==> src/include/cpu_core_pkg.sv <==
`default_nettype none
package cpu_core_pkg;
	localparam int ADDR_W = 13;
	localparam int DATA_W = 8;
	localparam int SP_W = 6;
	localparam int FLAGS_W = 5;
	localparam int NUM_SRC = 5;
	localparam int REG_ADDR_W = 3;
	localparam logic [6:0] STACK_PAGE = 7'h03;
	localparam logic [5:0] SP_RESET = 6'h3F;
	localparam logic [12:0] VEC_RESET = 13'h1FFE;
	localparam logic [12:0] VEC_SOFT = 13'h1FFC;
	localparam logic [12:0] VEC_EXT = 13'h1FFA;
	localparam logic [12:0] VEC_TIMER16 = 13'h1FF8;
	localparam logic [12:0] VEC_SERIAL = 13'h1FF6;
	localparam logic [12:0] VEC_CORE_TIMER = 13'h1FF4;
	localparam int FLAG_H = 4;
	localparam int FLAG_I = 3;
	localparam int FLAG_N = 2;
	localparam int FLAG_Z = 1;
	localparam int FLAG_C = 0;
	localparam logic [4:0] FLAGS_RESET = 5'h08;
	localparam logic [4:0] ENABLE_RESET = 5'h00;
	localparam logic [2:0] PUSH_LAST_CALL = 3'h1;
	localparam logic [2:0] PUSH_LAST_TRAP = 3'h4;
	localparam logic [2:0] PULL_LAST = 3'h4;
	localparam int SRC_EXT = 0;
	localparam int SRC_COMPARATOR_THREE_OUTPUT = 1;
	localparam int SRC_TIMER16 = 2;
	localparam int SRC_SERIAL = 3;
	localparam int SRC_CORE_TIMER = 4;
	localparam int IRQ_LATENCY_CYCLES = 10;
	localparam logic [2:0] REG_FLAGS = 3'h0;
	localparam logic [2:0] REG_STACK = 3'h1;
	localparam logic [2:0] REG_FP_LOW = 3'h2;
	localparam logic [2:0] REG_FP_HIGH = 3'h3;
	localparam logic [2:0] REG_ACC = 3'h4;
	localparam logic [2:0] REG_INDEX = 3'h5;
	localparam logic [2:0] REG_ENABLE = 3'h6;
	localparam logic [2:0] REG_PENDING = 3'h7;
	typedef enum logic [2:0] {
		ALU_ADD   = 3'h0,
		ALU_ADC   = 3'h1,
		ALU_SUB   = 3'h2,
		ALU_SBC   = 3'h3,
		ALU_LOGIC = 3'h4,
		ALU_SHL   = 3'h5,
		ALU_SHR   = 3'h6,
		ALU_BTST  = 3'h7
	} alu_op_type;
endpackage
`default_nettype wire

==> src/include/core_link_if.sv <==
`timescale 1ns/100ps
`default_nettype none
interface core_link_if;
	cpu_core_pkg::alu_op_type alu_op;
	logic [7:0]               alu_a;
	logic [7:0]               alu_b;
	logic                     alu_cin;
	logic [3:0]               flag_new;
	logic [3:0]               flag_upd;
	logic [4:0]               pend;
	logic                     sel_valid;
	logic [12:0]              sel_vector;
	logic [4:0]               sel_source;
	modport core (output alu_op, alu_a, alu_b, alu_cin, pend, input flag_new, flag_upd, sel_valid, sel_vector, sel_source);
	modport alu (input alu_op, alu_a, alu_b, alu_cin, output flag_new, flag_upd);
	modport sel (input pend, output sel_valid, sel_vector, sel_source);
endinterface
`default_nettype wire

==> src/design/flag_unit.sv <==
`timescale 1ns/100ps
`default_nettype none
// Flag order on flag_new and flag_upd is half-carry, negative, zero, carry.
module flag_unit (
	core_link_if.alu lnk
);
	logic [8:0] wide;
	logic [4:0] nib;
	logic [7:0] res;
	logic       cin;

	always_comb begin
		cin = (lnk.alu_op == cpu_core_pkg::ALU_ADC || lnk.alu_op == cpu_core_pkg::ALU_SBC) ? lnk.alu_cin : 1'b0;
		wide = 9'h000;
		nib = 5'h00;
		res = lnk.alu_b;
		lnk.flag_upd = 4'h6;
		lnk.flag_new = 4'h0;
		unique case (lnk.alu_op)
			cpu_core_pkg::ALU_ADD, cpu_core_pkg::ALU_ADC: begin
				wide = {1'b0, lnk.alu_a} + {1'b0, lnk.alu_b} + {8'h00, cin};
				nib = {1'b0, lnk.alu_a[3:0]} + {1'b0, lnk.alu_b[3:0]} + {4'h0, cin};
				res = wide[7:0];
				lnk.flag_upd = 4'hF;
			end
			cpu_core_pkg::ALU_SUB, cpu_core_pkg::ALU_SBC: begin
				wide = {1'b0, lnk.alu_a} - {1'b0, lnk.alu_b} - {8'h00, cin};
				res = wide[7:0];
				lnk.flag_upd = 4'h7;
			end
			cpu_core_pkg::ALU_LOGIC: begin
				res = lnk.alu_b;
			end
			cpu_core_pkg::ALU_SHL: begin
				res = {lnk.alu_a[6:0], lnk.alu_cin};
				wide = {lnk.alu_a[7], 8'h00};
				lnk.flag_upd = 4'h7;
			end
			cpu_core_pkg::ALU_SHR: begin
				res = {lnk.alu_cin, lnk.alu_a[7:1]};
				wide = {lnk.alu_a[0], 8'h00};
				lnk.flag_upd = 4'h7;
			end
			cpu_core_pkg::ALU_BTST: begin
				// The tested bit of the operand, picked by alu_b, lands in carry for the branch.
				wide = {lnk.alu_a[lnk.alu_b[2:0]], 8'h00};
				lnk.flag_upd = 4'h1;
			end
		endcase
		lnk.flag_new = {nib[4], res[7], (res == 8'h00), wide[8]};
	end
endmodule
`default_nettype wire

==> src/design/irq_select.sv <==
`timescale 1ns/100ps
`default_nettype none
module irq_select (
	core_link_if.sel lnk
);
	always_comb begin
		lnk.sel_valid = |lnk.pend;
		lnk.sel_source = 5'h00;
		lnk.sel_vector = cpu_core_pkg::VEC_CORE_TIMER;
		// Highest vector address wins.
		if (lnk.pend[cpu_core_pkg::SRC_EXT]) begin
			lnk.sel_source[cpu_core_pkg::SRC_EXT] = 1'b1;
			lnk.sel_vector = cpu_core_pkg::VEC_EXT;
		end else if (lnk.pend[cpu_core_pkg::SRC_COMPARATOR_THREE_OUTPUT]) begin
			lnk.sel_source[cpu_core_pkg::SRC_COMPARATOR_THREE_OUTPUT] = 1'b1;
			lnk.sel_vector = cpu_core_pkg::VEC_EXT;
		end else if (lnk.pend[cpu_core_pkg::SRC_TIMER16]) begin
			lnk.sel_source[cpu_core_pkg::SRC_TIMER16] = 1'b1;
			lnk.sel_vector = cpu_core_pkg::VEC_TIMER16;
		end else if (lnk.pend[cpu_core_pkg::SRC_SERIAL]) begin
			lnk.sel_source[cpu_core_pkg::SRC_SERIAL] = 1'b1;
			lnk.sel_vector = cpu_core_pkg::VEC_SERIAL;
		end else if (lnk.pend[cpu_core_pkg::SRC_CORE_TIMER]) begin
			lnk.sel_source[cpu_core_pkg::SRC_CORE_TIMER] = 1'b1;
			lnk.sel_vector = cpu_core_pkg::VEC_CORE_TIMER;
		end
	end
endmodule
`default_nettype wire

==> src/design/cpu_interrupt_and_stack_core.sv <==
// Overview of operation
// - five-bit flags register, each bit testable
// - half-carry set on carry from bit three
// - masked pin edge stays latched until serviced; other requests are input levels
// - negative flag follows sign of result
// - zero flag follows zero result
// - carry from arithmetic, bit test, shift, rotate
// - reset or reinit instruction loads stack to FF
// - decrement after push, increment before pull
// - stack address is fixed page plus counter
// - six-bit stack counter wraps silently
// - call pushes two bytes, interrupt five
// - return low byte first, high byte next
// - thirteen-bit fetch pointer
// - interrupts wait for instruction completion
// - interrupt needs mask clear and source enabled
// - stack, set mask, then select pending source
// - highest vector address serviced first
// - soft trap taken regardless of mask
// - fetch two-byte vector from table
// - fixed vector address per source
// - entry latency at most ten extra cycles
// - trap return restores all stacked registers
// - reset sets mask and loads reset vector
`timescale 1ns/100ps
`default_nettype none
module cpu_interrupt_and_stack_core (
	input  wire logic                       i_ref_clk,
	input  wire logic                       i_arst_n,
	input  wire logic [2:0]                 i_reg_addr,
	input  wire logic [7:0]                 i_reg_wdata,
	input  wire logic                       i_reg_wr,
	input  wire logic                       i_reg_rd,
	output var  logic [7:0]                 o_reg_rdata,
	input  wire logic                       i_instr_done,
	input  wire logic [12:0]                i_next_fetch,
	input  wire logic                       i_soft_trap,
	input  wire logic                       i_trap_return,
	input  wire logic                       i_stack_reinit,
	input  wire logic                       i_call,
	input  wire logic [12:0]                i_call_target,
	input  wire logic                       i_alu_valid,
	input  wire cpu_core_pkg::alu_op_type   i_alu_op,
	input  wire logic [7:0]                 i_alu_a,
	input  wire logic [7:0]                 i_alu_b,
	input  wire logic                       i_ext_irq_n,
	input  wire logic                       i_comparator_three_output_req,
	input  wire logic                       i_timer16_req,
	input  wire logic                       i_serial_req,
	input  wire logic                       i_core_timer_req,
	output var  logic [12:0]                o_mem_addr,
	output var  logic [7:0]                 o_mem_wdata,
	output var  logic                       o_mem_wr,
	output var  logic                       o_mem_rd,
	input  wire logic [7:0]                 i_mem_rdata,
	output var  logic [12:0]                o_fetch_pointer,
	output var  logic [4:0]                 o_flags,
	output var  logic [5:0]                 o_stack_pointer,
	output var  logic                       o_busy
);
	localparam int LAT_MAX = cpu_core_pkg::IRQ_LATENCY_CYCLES;

	typedef enum logic [6:0] {
		st_run      = 7'h01,
		st_push     = 7'h02,
		st_pull     = 7'h04,
		st_pull_end = 7'h08,
		st_vec_hi   = 7'h10,
		st_vec_lo   = 7'h20,
		st_vec_end  = 7'h40
	} state_type;

	state_type   state;
	state_type   next_state;
	logic [2:0]  cnt;
	logic [2:0]  next_cnt;
	logic [2:0]  push_last;
	logic [2:0]  next_push_last;
	logic        is_call;
	logic        next_is_call;
	logic        is_hw;
	logic        next_is_hw;
	logic [5:0]  sp;
	logic [5:0]  next_sp;
	logic [4:0]  flags;
	logic [4:0]  next_flags;
	logic [12:0] fp;
	logic [12:0] next_fp;
	logic [12:0] ret_addr;
	logic [12:0] next_ret_addr;
	logic [12:0] vec;
	logic [12:0] next_vec;
	logic [7:0]  acc;
	logic [7:0]  next_acc;
	logic [7:0]  index;
	logic [7:0]  next_index;
	logic [4:0]  enable;
	logic [4:0]  next_enable;
	logic        ext_pend;
	logic        next_ext_pend;
	logic        ext_clear;
	logic [7:0]  next_rdata;
	logic        ext_meta;
	logic        ext_sync;
	logic        ext_prev;
	logic        ext_fall;
	logic [4:0]  pend_raw;
	logic        hw_take;
	logic [2:0]  pull_idx;

	core_link_if link ();

	flag_unit u_flag (
		.lnk (link)
	);

	irq_select u_select (
		.lnk (link)
	);

	function automatic logic [12:0] stack_addr(input logic [5:0] ptr);
		stack_addr = {cpu_core_pkg::STACK_PAGE, ptr};
	endfunction

	assign ext_fall = ext_prev & ~ext_sync;
	assign pend_raw = {i_core_timer_req, i_serial_req, i_timer16_req, i_comparator_three_output_req, ext_pend};
	assign link.pend = pend_raw & enable;
	assign link.alu_op = i_alu_op;
	assign link.alu_a = i_alu_a;
	assign link.alu_b = i_alu_b;
	assign link.alu_cin = flags[cpu_core_pkg::FLAG_C];
	assign hw_take = ~flags[cpu_core_pkg::FLAG_I] & (|link.pend);
	assign pull_idx = cnt - 3'h1;
	assign o_fetch_pointer = fp;
	assign o_flags = flags;
	assign o_stack_pointer = sp;
	assign o_busy = (state != st_run);

	always_ff @(posedge i_ref_clk or negedge i_arst_n) begin
		if (!i_arst_n) begin
			ext_meta <= 1'b1;
			ext_sync <= 1'b1;
			ext_prev <= 1'b1;
		end else begin
			ext_meta <= i_ext_irq_n;
			ext_sync <= ext_meta;
			ext_prev <= ext_sync;
		end
	end

	always_comb begin
		next_state = state;
		next_cnt = cnt;
		next_push_last = push_last;
		next_is_call = is_call;
		next_is_hw = is_hw;
		next_sp = sp;
		next_flags = flags;
		next_fp = fp;
		next_ret_addr = ret_addr;
		next_vec = vec;
		next_acc = acc;
		next_index = index;
		next_enable = enable;
		next_rdata = 8'h00;
		ext_clear = 1'b0;
		o_mem_addr = 13'h0000;
		o_mem_wdata = 8'h00;
		o_mem_wr = 1'b0;
		o_mem_rd = 1'b0;
		if (i_reg_rd) begin
			case (i_reg_addr)
				cpu_core_pkg::REG_FLAGS:   next_rdata = {3'h0, flags};
				cpu_core_pkg::REG_STACK:   next_rdata = {2'h3, sp};
				cpu_core_pkg::REG_FP_LOW:  next_rdata = fp[7:0];
				cpu_core_pkg::REG_FP_HIGH: next_rdata = {3'h0, fp[12:8]};
				cpu_core_pkg::REG_ACC:     next_rdata = acc;
				cpu_core_pkg::REG_INDEX:   next_rdata = index;
				cpu_core_pkg::REG_ENABLE:  next_rdata = {3'h0, enable};
				cpu_core_pkg::REG_PENDING: next_rdata = {3'h0, pend_raw};
				default:                   next_rdata = 8'h00;
			endcase
		end
		if (i_reg_wr) begin
			case (i_reg_addr)
				cpu_core_pkg::REG_FLAGS:   next_flags = i_reg_wdata[4:0];
				cpu_core_pkg::REG_FP_LOW:  next_fp[7:0] = i_reg_wdata;
				cpu_core_pkg::REG_FP_HIGH: next_fp[12:8] = i_reg_wdata[4:0];
				cpu_core_pkg::REG_ACC:     next_acc = i_reg_wdata;
				cpu_core_pkg::REG_INDEX:   next_index = i_reg_wdata;
				cpu_core_pkg::REG_ENABLE:  next_enable = i_reg_wdata[4:0];
				default:                   next_enable = enable;
			endcase
		end
		unique case (state)
			st_run: begin
				if (i_alu_valid) begin
					if (link.flag_upd[3]) next_flags[cpu_core_pkg::FLAG_H] = link.flag_new[3];
					if (link.flag_upd[2]) next_flags[cpu_core_pkg::FLAG_N] = link.flag_new[2];
					if (link.flag_upd[1]) next_flags[cpu_core_pkg::FLAG_Z] = link.flag_new[1];
					if (link.flag_upd[0]) next_flags[cpu_core_pkg::FLAG_C] = link.flag_new[0];
				end
				// Requests are only looked at on the completion pulse of an instruction.
				if (i_instr_done) begin
					next_fp = i_next_fetch;
					next_ret_addr = i_next_fetch;
					next_cnt = 3'h0;
					if (i_stack_reinit) next_sp = cpu_core_pkg::SP_RESET;
					if (i_soft_trap) begin
						next_state = st_push;
						next_push_last = cpu_core_pkg::PUSH_LAST_TRAP;
						next_is_call = 1'b0;
						next_is_hw = 1'b0;
						next_vec = cpu_core_pkg::VEC_SOFT;
					end else if (i_trap_return) begin
						next_state = st_pull;
					end else if (i_call) begin
						next_state = st_push;
						next_fp = i_call_target;
						next_push_last = cpu_core_pkg::PUSH_LAST_CALL;
						next_is_call = 1'b1;
						next_is_hw = 1'b0;
					end else if (hw_take) begin
						next_state = st_push;
						next_push_last = cpu_core_pkg::PUSH_LAST_TRAP;
						next_is_call = 1'b0;
						next_is_hw = 1'b1;
					end
				end
			end
			st_push: begin
				o_mem_wr = 1'b1;
				o_mem_addr = stack_addr(sp);
				unique case (cnt)
					3'h0:    o_mem_wdata = ret_addr[7:0];
					3'h1:    o_mem_wdata = {3'h0, ret_addr[12:8]};
					3'h2:    o_mem_wdata = index;
					3'h3:    o_mem_wdata = acc;
					3'h4:    o_mem_wdata = {3'h7, flags};
					default: o_mem_wdata = 8'h00;
				endcase
				next_sp = sp - 6'h01;
				next_cnt = cnt + 3'h1;
				if (cnt == push_last) begin
					next_cnt = 3'h0;
					if (is_call) begin
						next_state = st_run;
					end else begin
						next_flags[cpu_core_pkg::FLAG_I] = 1'b1;
						next_state = st_vec_hi;
						// Selection happens only now, after the registers are on the stack.
						if (is_hw && link.sel_valid) begin
							next_vec = link.sel_vector;
							ext_clear = link.sel_source[cpu_core_pkg::SRC_EXT];
						end else if (is_hw) begin
							// The request went away during stacking, so unwind it.
							next_state = st_pull;
						end
					end
				end
			end
			st_pull: begin
				o_mem_rd = 1'b1;
				o_mem_addr = stack_addr(sp + 6'h01);
				next_sp = sp + 6'h01;
				next_cnt = cnt + 3'h1;
				if (cnt != 3'h0) begin
					unique case (pull_idx)
						3'h0:    next_flags = i_mem_rdata[4:0];
						3'h1:    next_acc = i_mem_rdata;
						3'h2:    next_index = i_mem_rdata;
						3'h3:    next_ret_addr[12:8] = i_mem_rdata[4:0];
						default: next_ret_addr = ret_addr;
					endcase
				end
				if (cnt == cpu_core_pkg::PULL_LAST) begin
					next_state = st_pull_end;
				end
			end
			st_pull_end: begin
				next_fp = {ret_addr[12:8], i_mem_rdata};
				next_cnt = 3'h0;
				next_state = st_run;
			end
			st_vec_hi: begin
				o_mem_rd = 1'b1;
				o_mem_addr = vec;
				next_state = st_vec_lo;
			end
			st_vec_lo: begin
				o_mem_rd = 1'b1;
				o_mem_addr = vec + 13'h0001;
				next_fp[12:8] = i_mem_rdata[4:0];
				next_state = st_vec_end;
			end
			st_vec_end: begin
				next_fp[7:0] = i_mem_rdata;
				next_state = st_run;
			end
		endcase
		// A new falling edge wins over the clear of the service.
		next_ext_pend = ext_fall | (ext_pend & ~ext_clear);
	end

	always_ff @(posedge i_ref_clk or negedge i_arst_n) begin
		if (!i_arst_n) begin
			state <= st_vec_hi;
			cnt <= 3'h0;
			push_last <= cpu_core_pkg::PUSH_LAST_TRAP;
			is_call <= 1'b0;
			is_hw <= 1'b0;
			sp <= cpu_core_pkg::SP_RESET;
			flags <= cpu_core_pkg::FLAGS_RESET;
			fp <= 13'h0000;
			ret_addr <= 13'h0000;
			vec <= cpu_core_pkg::VEC_RESET;
			acc <= 8'h00;
			index <= 8'h00;
			enable <= cpu_core_pkg::ENABLE_RESET;
			ext_pend <= 1'b0;
			o_reg_rdata <= 8'h00;
		end else begin
			state <= next_state;
			cnt <= next_cnt;
			push_last <= next_push_last;
			is_call <= next_is_call;
			is_hw <= next_is_hw;
			sp <= next_sp;
			flags <= next_flags;
			fp <= next_fp;
			ret_addr <= next_ret_addr;
			vec <= next_vec;
			acc <= next_acc;
			index <= next_index;
			enable <= next_enable;
			ext_pend <= next_ext_pend;
			o_reg_rdata <= next_rdata;
		end
	end

	logic accept_hw;
	logic accept_call;
	logic masked_idle;
	logic half_ref;
	assign accept_hw = (state == st_run) && i_instr_done && hw_take && !i_soft_trap && !i_trap_return && !i_call;
	assign accept_call = (state == st_run) && i_instr_done && i_call && !i_soft_trap && !i_trap_return;
	assign masked_idle = (state == st_run) && i_instr_done && flags[cpu_core_pkg::FLAG_I] && !i_soft_trap
		&& !i_trap_return && !i_call;
	assign half_ref = (5'({1'b0, i_alu_a[3:0]} + {1'b0, i_alu_b[3:0]}) >= 5'h10);
endmodule
`default_nettype wire

==> config.mk <==
export PLATFORM = sky130hd
export DESIGN_NAME = cpu_interrupt_and_stack_core
export DESIGN_NICKNAME = d
export VERILOG_FILES = /design/src/include/cpu_core_pkg.sv /design/src/include/core_link_if.sv /design/src/design/flag_unit.sv /design/src/design/irq_select.sv /design/src/design/cpu_interrupt_and_stack_core.sv
export SDC_FILE = /design/constraint.sdc
export NUM_CORES = 1
export LEC_CHECK = 0
export BUFFER_PORTS_ARGS = -buffer_cell sky130_fd_sc_hd__buf_2
export CAP_MARGIN = 5
export CORE_MARGIN = 5
export CORE_UTILIZATION = 45
export DETAILED_ROUTE_END_ITERATION = 6
export PLACE_DENSITY = 0.67
export SYNTH_ARGS = -nofsm -noshare
export SYNTH_HDL_FRONTEND = slang
export SYNTH_HIERARCHICAL = 1
export SYNTH_SLANG_ARGS = --single-unit
==> constraint.sdc <==
create_clock -name i_ref_clk -period 4.7 [get_ports i_ref_clk]
set_input_delay 0.47 -clock i_ref_clk [delete_from_list [all_inputs] [get_ports i_ref_clk]]
set_output_delay 0.47 -clock i_ref_clk [all_outputs]
set_load 0.005 [all_outputs]
==> metrics.md, run 1 <==
| Metric | Value |
|---|---|
| Outcome | complete, no violations |
| Post-CTS Setup Bufs | 0 |
| Peak VDD IR | approximately 250 uV |
| WL final | around 23000 um |
| Met3 Resource Use GR | under 10% |
| Max Clk Rate | 284 MHz |
| Full die area | approximately 0.019 mm^2 |
| Inserted Diodes | 0 |
| Routing usage on met2 | between 30% and 40% |
| P&R area growth vs syn | 14.1% |
| Final Skew | about 0.012 ns |
| Port Buffers | about 130 |
| First-pass GRT wire length | approximately 37000 um |
| Via count | a little under 7k |
| Clock buffer depth | 2 |
| CP required | between 4 and 5 ns |
| Met1 Use GR | roughly 33% |
| Residual DRC | 0 |
| GRT overflow | 0 |
| Critical path arrival | between 3 and 4 ns |
| Cts hold-fix bufs | 0 |
| Ys Warns | 6 |
| Clk_lat worst skew | approximately 0.36 ns |
| Power density over cell area | approximately 530 mW/mm^2 |
| Fill cells | 1558 |
| Hold slack | 0.191 ns |
| Root buffer cell | clkbuf_16 |
| Mapped cell area | approximately 0.0074 mm^2 |
| Nets | around 1.1k |
| Lkg Pwr | slightly below 4 nW |
| Setup TNS | 0 ns |
| Busiest metal layer after global routing | met2 |
| Total Routing Usage GR | roughly a quarter |
| Clk slew on worst S/H paths | about 0.070 ns |
| Die width | roughly 140 um |
| Syn Area/Cell | ~8.8 um^2 |
| Post-DP HPWL | roughly 18000 um |
| CTS H-tree depth | 3 |
| Unrepaired setup endpoints after global routing | false |
| Max Cap Viol | 0 |
| WL/cell | approximately 20 um |
| GPL Wtd Cong | around 0.9 |
| CP max FO | 19 |
| Total CTS buffers | 9 |
| Slew margin rel. | a little over a third |
| DRT Pass-1 Iters | 7 |
| Antenna Nets Post-Route | 0 |
| Setup CP Type | flop to primary output |
| Max-slew violations | 0 |
| Total core area | approximately 0.016 mm^2 |
| Post_cts resized | 0 |
| Synthesized instance count | 840 |
| Largest net degree at the start of global routing | 64 |
| Min cycle time layout | 3.52 ns |
| CP Launch Type | flop |
| # setup viols final | 0 |
| Initial antenna violation count | 2 |
| Layout cell share with drive strength beyond 1 | between 20% and 30% |
| Die H | ~140 um |
| Violation count after the first detailed-route iteration | 725 |
| Initial core utilization | between 40% and 50% |
| Vias per cell | 5.96 |
| IO Count | about 140 |
| Vias in the first global route | between 6k and 7k |
| Slew @ Worst Pin | 0.961 ns |
| CTS sink cnt | between 90 and 100 |
| DP Worst Slack | roughly 1.2 ns |
| CTS tree | built |
| Row cnt | 46 |
| Hold WC Path Type | input pin to asynchronous set/reset pin |
| Fin crit share | around 75% |
| Final worst slack | 1.18 ns |
| Hold Fails Final Rpt | 0 |
| CP Capture Type | primary output |
[path summary, 6_finish.rpt]
check,start,to,slack [ns],cells past startpoint
setup reg to reg,o_flags[0]$_DFF_PN0_,o_flags[0]$_DFF_PN0_,1.33,12
max in group asynchronous,i_arst_n,vec[2]$_DFFE_PN1P_,3.50,2
min in group i_ref_clk,i_ext_irq_n,ext_meta$_DFF_PN1_,0.21,1
hold reg to reg,ext_meta$_DFF_PN1_,ext_sync$_DFF_PN1_,0.36,0
hold / removal,i_arst_n,ret_addr[4]$_DFFE_PN0P_,0.19,1
setup / recovery,state[6]$_DFFE_PN0P_,o_mem_wdata[0],1.18,6
[state kept, by name (all words and copies together) (netlist names), 5 cells and up]
register / count
o_fetch_pointer: 13
o_flags: 5
o_stack_pointer: 6
acc: 8
o_reg_rdata: 8
state: 7
vec: 13
index: 8
ret_addr: 13
enable: 5
[where the power goes]
part / internal [mW] / leakage (nW) / total [mW] / switching [mW]
clock network: 0.466 / 0.159 / 0.804 / 0.338
logic: 0.858 / 2.56 / 1.98 / 1.12
registers: 1.23 / 1.14 / 1.66 / 0.430
[cell type report]
type	count	area, um^2	share of cell area, %
inverters	42	163	1.93
multi-input cells	656	4530	53.8
repair buffers	138	703	8.35
well taps	216	270	3.21
flip-flops and latches	96	2430	28.9
clock buffers	12	268	3.18
clock inverters	4	56.3	0.668
[cells in the final DEF, fill, tap and decap left out, drive strengths merged, types with 7 or more instances in the layout]
cell and instances:
buf 138, nand2 110, dfrtp 72, nor2 64
o21ai 61, mux2i 57, a21oi 46, inv 44
ha 30, dfstp 24, a31oi 19, nand2b 16
mux2 14, a22oi 14, o221ai 13, nor3 13
nand3 12, clkbuf 12, nor2b 11, conb 10
and3 9, xnor2 9, xor2 9, or3 9
nor4 9, a222oi 8, and2 8, mux4 8
o31ai 7
[worst max-delay path, stage by stage (launching register included)]
cell	delay, ns
dfrtp_1	0.47
or4_4	0.60
or3_1	0.72
clkinv_4	0.27
o41ai_4	0.16
a31oi_1	0.29
buf_2	0.18
[stage by stage]
step	cell area [um^2]	power, mW	cells	utilization [%]
detailed placement	8100	3.63	1148	50.6
CTS	8420	4.44	1164	52.7
floorplan	7410	2.93	848	-
global route	8420	4.76	1164	52.7
finish	8420	4.44	1164	52.7
global placement	8100	3.59	1148	50.6
[routing by layer]
layer / wire (um) / vias to the layer above
li1: - / 3259
met1: 10200 / 3304
met2: 10500 / 329
met3: 1780 / 44
met4: 569 / 4
met5: 21 / -
Note: power is estimated with default switching activity, not from simulation.
==> run 2: changes to the inputs <==
PLACE_DENSITY = 0.69   (was 0.67)
clock period = 3 ns   (was 4.7 ns; I/O delays follow)
==> run 2 against run 1 <==
  * The run now ends with negative hold slack, negative setup slack left
  * Utilization grew 1.3 points
  * Combinational power increased by 64%
  * Count of clock-buffer cells in the layout decreased by 3
  * Global-route usage about the same
  * Critical path depth is 6 higher
  * Sequential power increased by 55%
  * Design area rose by 2.4%
  * Via count grew 0.43%
  * Non-clock buffer count rose by 18
  * Clock skew is 0.0017 ns higher
  * Die area is the same
  * Wire length fell by 0.17%
  * Critical path type is now flop to flop
  * Largest power group unchanged
  * Highest routed layer unchanged
==> metrics.md, run 2 (synthesis gave the netlist of run 1 again) <==
| Metric | Value |
|---|---|
| Total CTS buffers | 9 |
| Setup CP Type | flop to flop |
| Critical path arrival | 3.23 ns |
| Placed cells | about 1.2k |
| Post-DP HPWL | around 18000 um |
| Reg area | 0.00243 mm^2 |
| Die width | ~140 um |
| Final worst slack | -0.00542 ns |
| Initial antenna violation count | 4 |
| Peak VDD IR | around 340 uV |
| Violation count after the first detailed-route iteration | 873 |
| IO Count | 135 |
| Min cycle time layout | around 3 ns |
| CP Launch Type | flop |
| Lkg Pwr | 3.94 nW |
| Die H | 138 um |
| GRT overflow | 0 |
| Residual DRC | 0 |
| Port Buffers | between 100 and 150 |
| Initial core utilization | 46.2% |
| Slew margin rel. | slightly below 50% |
| Fin cells | roughly 1.2k |
| Power density over cell area | ~800 mW/mm^2 |
| Most frequent cells in the layout | 133 x buf_2, 110 x nand2_1, 72 x dfrtp_1 |
| First-pass GRT wire length | approximately 37000 um |
| Clock buffer depth | 2 |
| Most common cell after layout, fill and taps aside | buf_2 |
| Layout cell share with drive strength beyond 1 | around a quarter |
| Fill cells | between 1.5k and 2k |
| Area of the multi-input gates | approximately 0.0046 mm^2 |
| R2R Setup Slk | -0.005 ns |
| Max Clk Rate | 333 MHz |
| # setup viols final | 1 |
| CP max FO | 2 |
| Hold Fails Final Rpt | 6 |
| CTS sink cnt | between 90 and 100 |
| Largest net degree at the start of global routing | 97 |
| Slew @ Worst Pin | between 0.7 and 0.8 ns |
| P&R area growth vs syn | 16.8% |
| Outcome | complete, but fails checks |
| Hold slack | -0.00791 ns |
| GPL Wtd Cong | 0.926 |
| Total Routing Usage GR | a little under a quarter |
| Max-slew violations | 0 |
| DP Worst Slack | -0.136 ns |
| Row cnt | between 40 and 50 |
| Setup TNS | -0.00542 ns |
| Hold WC Path Type | input pin to asynchronous set/reset pin |
| CP required | about 3.2 ns |
| Full die area | 0.0191 mm^2 |
| DP Area | 0.00825 mm^2 |
| WL/cell | 19.5 um |
| Final Skew | approximately 0.013 ns |
| CTS tree | built |
| Vias per cell | ~6 |
| Max Cap Viol | 0 |
| Vias in the first global route | around 6.6k |
| Total core area | 0.0160 mm^2 |
| Via count | 6970 |
| Fin crit share | 100% |
| CTS H-tree depth | 3 |
| Failing checks | negative hold slack, negative setup slack |
| Unrepaired setup endpoints after global routing | true |
| Nets | 1074 |
| Clk_lat worst skew | roughly 0.36 ns |
| CP Capture Type | flop |
| Power Total | between 7 and 8 mW |
| DRT Pass-1 Iters | 5 |
| Root buffer cell | clkbuf_16 |
| Clk slew on worst S/H paths | approximately 0.080 ns |
| WL final | roughly 23000 um |
| Antenna Nets Post-Route | 0 |
| Post-route cell area | 0.00863 mm^2 |
==> run 2: report_power, final <==
part	switching [mW]	total (mW)	internal, mW	leakage, nW
combinational	1.82	3.24	1.42	2.65
sequential	0.645	2.58	1.93	1.14
clock	0.564	1.24	0.672	0.156
total	3.03	7.05	4.02	3.94
==> run 2: layout make-up <==
| type | instances | share of cell area [%] |
|---|---|---|
| Clock buffer | 9 | 2.61 |
| Clock inverter | 7 | 1.07 |
| Antenna cell | 2 | 0.0580 |
| Multi-Input combinational cell | 656 | 53.1 |
| Tap cell | 216 | 3.13 |
| Inverter | 42 | 1.93 |
| Sequential cell | 96 | 28.2 |
| Timing Repair Buffer | 156 | 9.86 |
==> run 2: final timing paths <==
| kind | start | end | depth (start not counted) |
|---|---|---|---|
| worst min-delay path | i_arst_n | ret_addr[4]$_DFFE_PN0P_ | 2 |
| max in group asynchronous | i_arst_n | vec[2]$_DFFE_PN1P_ | 2 |
| min in group i_ref_clk | i_ext_irq_n | ext_meta$_DFF_PN1_ | 1 |
| worst max-delay path | o_flags[0]$_DFF_PN0_ | o_flags[0]$_DFF_PN0_ | 12 |
| worst min register to register | ext_meta$_DFF_PN1_ | ext_sync$_DFF_PN1_ | 0 |
| worst max register to register | o_flags[0]$_DFF_PN0_ | o_flags[0]$_DFF_PN0_ | 12 |
==> run 2: timing repair <==
action / in CTS / in global routing
pin swaps: 6 / 3
setup endpoints to repair: 2 / 6
hold buffers: 0 / 0
resized for setup: 3 / 8
buffers inserted: 0 / 1
==> run 2: worst max-delay path: stages, from the launching register on <==
cell,delay (ns)
dfrtp_1,0.38
nand2_1,0.07
or2_4,0.26
fa_2,0.37
fa_2,0.36
nand2b_4,0.15
a2111o_1,0.38
a31o_1,0.22
a21oi_2,0.14
xnor2_1,0.13
o211ai_1,0.10
a31oi_1,0.20
o221ai_1,0.13
==> run 2: per-layer routing <==
layer  track usage [%]  routed length [um]
met5                 0                  19
met4              8.37                 375
met3              4.41                1830
met2              36.9               10700
met1              33.8               10200
==> run 2: per-stage QoR <==
stage,hold WS [ns],util (%)
finish,-0.00791,53.9
global route,0.0304,53.9
CTS,0.0158,53.6
floorplan,0.00441,-
detailed placement,0.347,51.5
global placement,0.346,51.5
==> run 3: changes to the inputs <==
--- a/config.mk
+++ b/config.mk
@@ -12,6 +12,6 @@
 export DETAILED_ROUTE_END_ITERATION = 6
-export PLACE_DENSITY = 0.69
+export PLACE_DENSITY = 0.7
+export REMOVE_ABC_BUFFERS = 1
 export SYNTH_ARGS = -nofsm -noshare
 export SYNTH_HDL_FRONTEND = slang
-export SYNTH_HIERARCHICAL = 1
 export SYNTH_SLANG_ARGS = --single-unit
--- a/constraint.sdc
+++ b/constraint.sdc
@@ -3,2 +3,2 @@
 set_output_delay 0.3 -clock i_ref_clk [all_outputs]
-set_load 0.005 [all_outputs]
+set_load 0.05 [all_outputs]
==> run 3 against run 2 <==
  * The run now ends clean
  * Area after synthesis down 11%
  * Maximum frequency up 4.7%
  * Die area down 11%
  * First-iteration DRC count down 32%
  * Sequential power down 16%
  * Utilization up 0.75 points
  * Critical path depth down 5
  * Design area down 8.9%
  * Total power up 4.4%
  * Setup slack better by 0.13 ns
  * Clock power down 5%
==> metrics.md, run 3 <==
| Metric | Value |
|---|---|
| Outcome | complete, no violations |
| Ys flop type | dfrtp_1 |
| P&R area growth vs syn | 20.1% |
| IO Count | around 140 |
| CTS sink cnt | 86 |
| DRT Pass-1 Iters | 5 |
| Hold Fails Final Rpt | 0 |
| Fin crit share | a little over nine tenths |
| Vias in the first global route | 5977 |
| Clk_lat worst skew | between 0.3 and 0.4 ns |
| Power density over cell area | about 940 mW/mm^2 |
| CTS tree | built |
| Most frequent cells in the layout | 131 x buf_2, 102 x nand2_1, 71 x dfrtp_1 |
| Die H | ~130 um |
| Placed cells | around 1.1k |
| Lkg Pwr | ~3.6 nW |
| CP Launch Type | flop |
| Reg2reg path depth | 12 |
| Syn Area/Cell | 8.78 um^2 |
| Via count | 6369 |
| Area leader, netlist | dfrtp_1 |
| Setup TNS | 0 ns |
| Largest net degree at the start of global routing | between 40 and 50 |
| Max Cap Viol | 0 |
| Initial core utilization | 45.5% |
| Yosys reg bits | 86 |
| Slew margin rel. | between 30% and 40% |
| Post-DP HPWL | 16000 um |
| CP max FO | 7 |
| CP required | approximately 2.7 ns |
| Die width | 131 um |
| Ys Warns | 0 |
| Initial antenna violation count | 0 |
| Row cnt | between 40 and 50 |
| CTS H-tree depth | 3 |
| CP Capture Type | primary output |
| Total CTS buffers | 9 |
| Residual DRC | 0 |
| Final Skew | 0.0127 ns |
| Max Clk Rate | about 350 MHz |
| Nets | approximately 1000 |
| FF-to-FF Start | o_flags[0]$_DFF_PN0_ |
| Mapped cell area | between 0.006 and 0.007 mm^2 |
| R2R Setup Slk | roughly 0.13 ns |
| Violation count after the first detailed-route iteration | about 600 |
| FF-to-FF End | o_flags[1]$_DFF_PN0_ |
| Clock buffer depth | 2 |
| GRT overflow | 0 |
| Synthesized instance count | about 750 |
| Setup CP Type | flop to primary output |
| Final Util | between 50% and 60% |
| Total Routing Usage GR | about 24% |
| Critical path arrival | ~2.6 ns |
| Unrepaired setup endpoints after global routing | false |
| Clk slew on worst S/H paths | approximately 0.070 ns |
| Worst setup endpoint | o_mem_addr[4] |
| WL final | 21000 um |
| Area fraction of the dominant cell type after synthesis | 27.2% |
| WHS Path Cells | 1 |
| Crit. Startpoint | state[3]$_DFFE_PN0P_ |
| Top post-synthesis cells by count | 102 x nand2_1, 71 x dfrtp_1, 61 x mux2i_1 |
| Layout cell share with drive strength beyond 1 | 27.1% |
| Max-slew violations | 0 |
| First-pass GRT wire length | between 30000 and 40000 um |
| GPL Wtd Cong | roughly 0.90 |
| Port Buffers | roughly 130 |
| WL/cell | between 15 and 20 um |
| Post-synth EDFFs | 0 |
| Peak VDD IR | around 540 uV |
| Most common cell after layout, fill and taps aside | buf_2 |
| Top-count cell post-synth | nand2_1 |
| Antenna Nets Post-Route | 0 |
| Seq/Total Area, Yosys | between 30% and 40% |
| Power Total | approximately 7.4 mW |
| Post-synth cell types | 76 |
| Synth top area cells | dfrtp_1 27%, mux2i_1 9.3%, dfstp_2 6.0% |
| Vias per cell | a little under 6 |
| Root buffer cell | clkbuf_16 |
| Fin cells | 1073 |
| Hold WC Path Type | input pin to flop |
| Total core area | around 0.014 mm^2 |
| Slew @ Worst Pin | roughly 0.94 ns |
| Min cycle time layout | around 2.9 ns |
| Async S/R FF share, synth | between 90% and 100% |
| Full die area | 0.0170 mm^2 |
| # setup viols final | 0 |
| Hold slack | 0.0466 ns |
## run 3: cell types whose count changed in the layout (fill, tap and decap cells not counted), moves of 8 or more
cell and delta:
conb_1 -10, buf_4 +9, a31oi_1 -8, nand2_1 -8, a21oi_1 -8, dfstp_2 -9, nor2_1 -12
## run 3: cells by family (layout without fill, tap and decap cells)
group,count (synthesis),in the layout,share of synthesized area [%]
adders and majority gates,34,34,6.97
xor gates and xnor gates,15,15,2.01
muxes,78,78,13.1
buffers and inverters,84,227,5.36
other,0,1,0
AOI/OAI and AO/OA,203,203,20.9
DFF,86,86,33.2
and+or+nand+nor,245,245,18.4
## run 3: area by class of cell
type	count	area, um^2
well taps	184	230
inverters	46	175
multi-input cells	575	4050
repair buffers	165	913
clock inverters	5	57.6
clock buffers	11	253
flip-flops and latches	86	2170
diodes	1	2.50
fillers	1351	6520
## run 3: what timing repair did
action,in CTS,in global routing
endpoints found under the hold margin,40,0
endpoints found under the setup margin,0,4
hold buffers,1,0
resized for setup,0,11
buffers inserted,0,1
## run 3: critical path: stages (launching register included)
cell	delay (ns)
dfrtp_1	0.44
or4_4	0.61
nor2_2	0.26
nand3_2	0.22
a31oi_2	0.24
o21ai_0	0.10
o211ai_1	0.10
clkbuf_4	0.25
## run 3: worst min path at each step
stage | from | end | slack (ns)
floorplan | i_arst_n | acc[0]$_DFF_PN0_ | 0.004
CTS | i_ext_irq_n | ext_meta$_DFF_PN1_ | 0.04
finish | i_ext_irq_n | ext_meta$_DFF_PN1_ | 0.05
global placement | i_arst_n | o_fetch_pointer[1]$_DFF_PN0_ | 0.32
detailed placement | i_arst_n | o_fetch_pointer[1]$_DFF_PN0_ | 0.33
global route | i_ext_irq_n | ext_meta$_DFF_PN1_ | 0.04
## run 3: layer usage
layer	track usage [%]	vias to the layer above	part of all wire (%)
met5	0	-	0
met3	3.41	30	7.0
met2	40.4	261	48
met4	6.90	0	1.8
met1	33.6	3076	43
li1	-	3002	-
## run 3: through the flow
stage          worst slack [ns]  area [um^2]
6_report                  0.129         7850
5_1_grt                0.000788         7850
4_1_cts                  0.0216         7810
3_5_place_dp            -0.0341         7490
3_3_place_gp             0.0227         7490
2_1_floorplan            -0.572         6360
## run 3: power by group
part	total [mW]	switching (mW)	internal (mW)	leakage, nW
clock	1.18	0.493	0.691	0.155
sequential	2.17	0.537	1.63	1.04
combinational	4.01	2.67	1.33	2.45
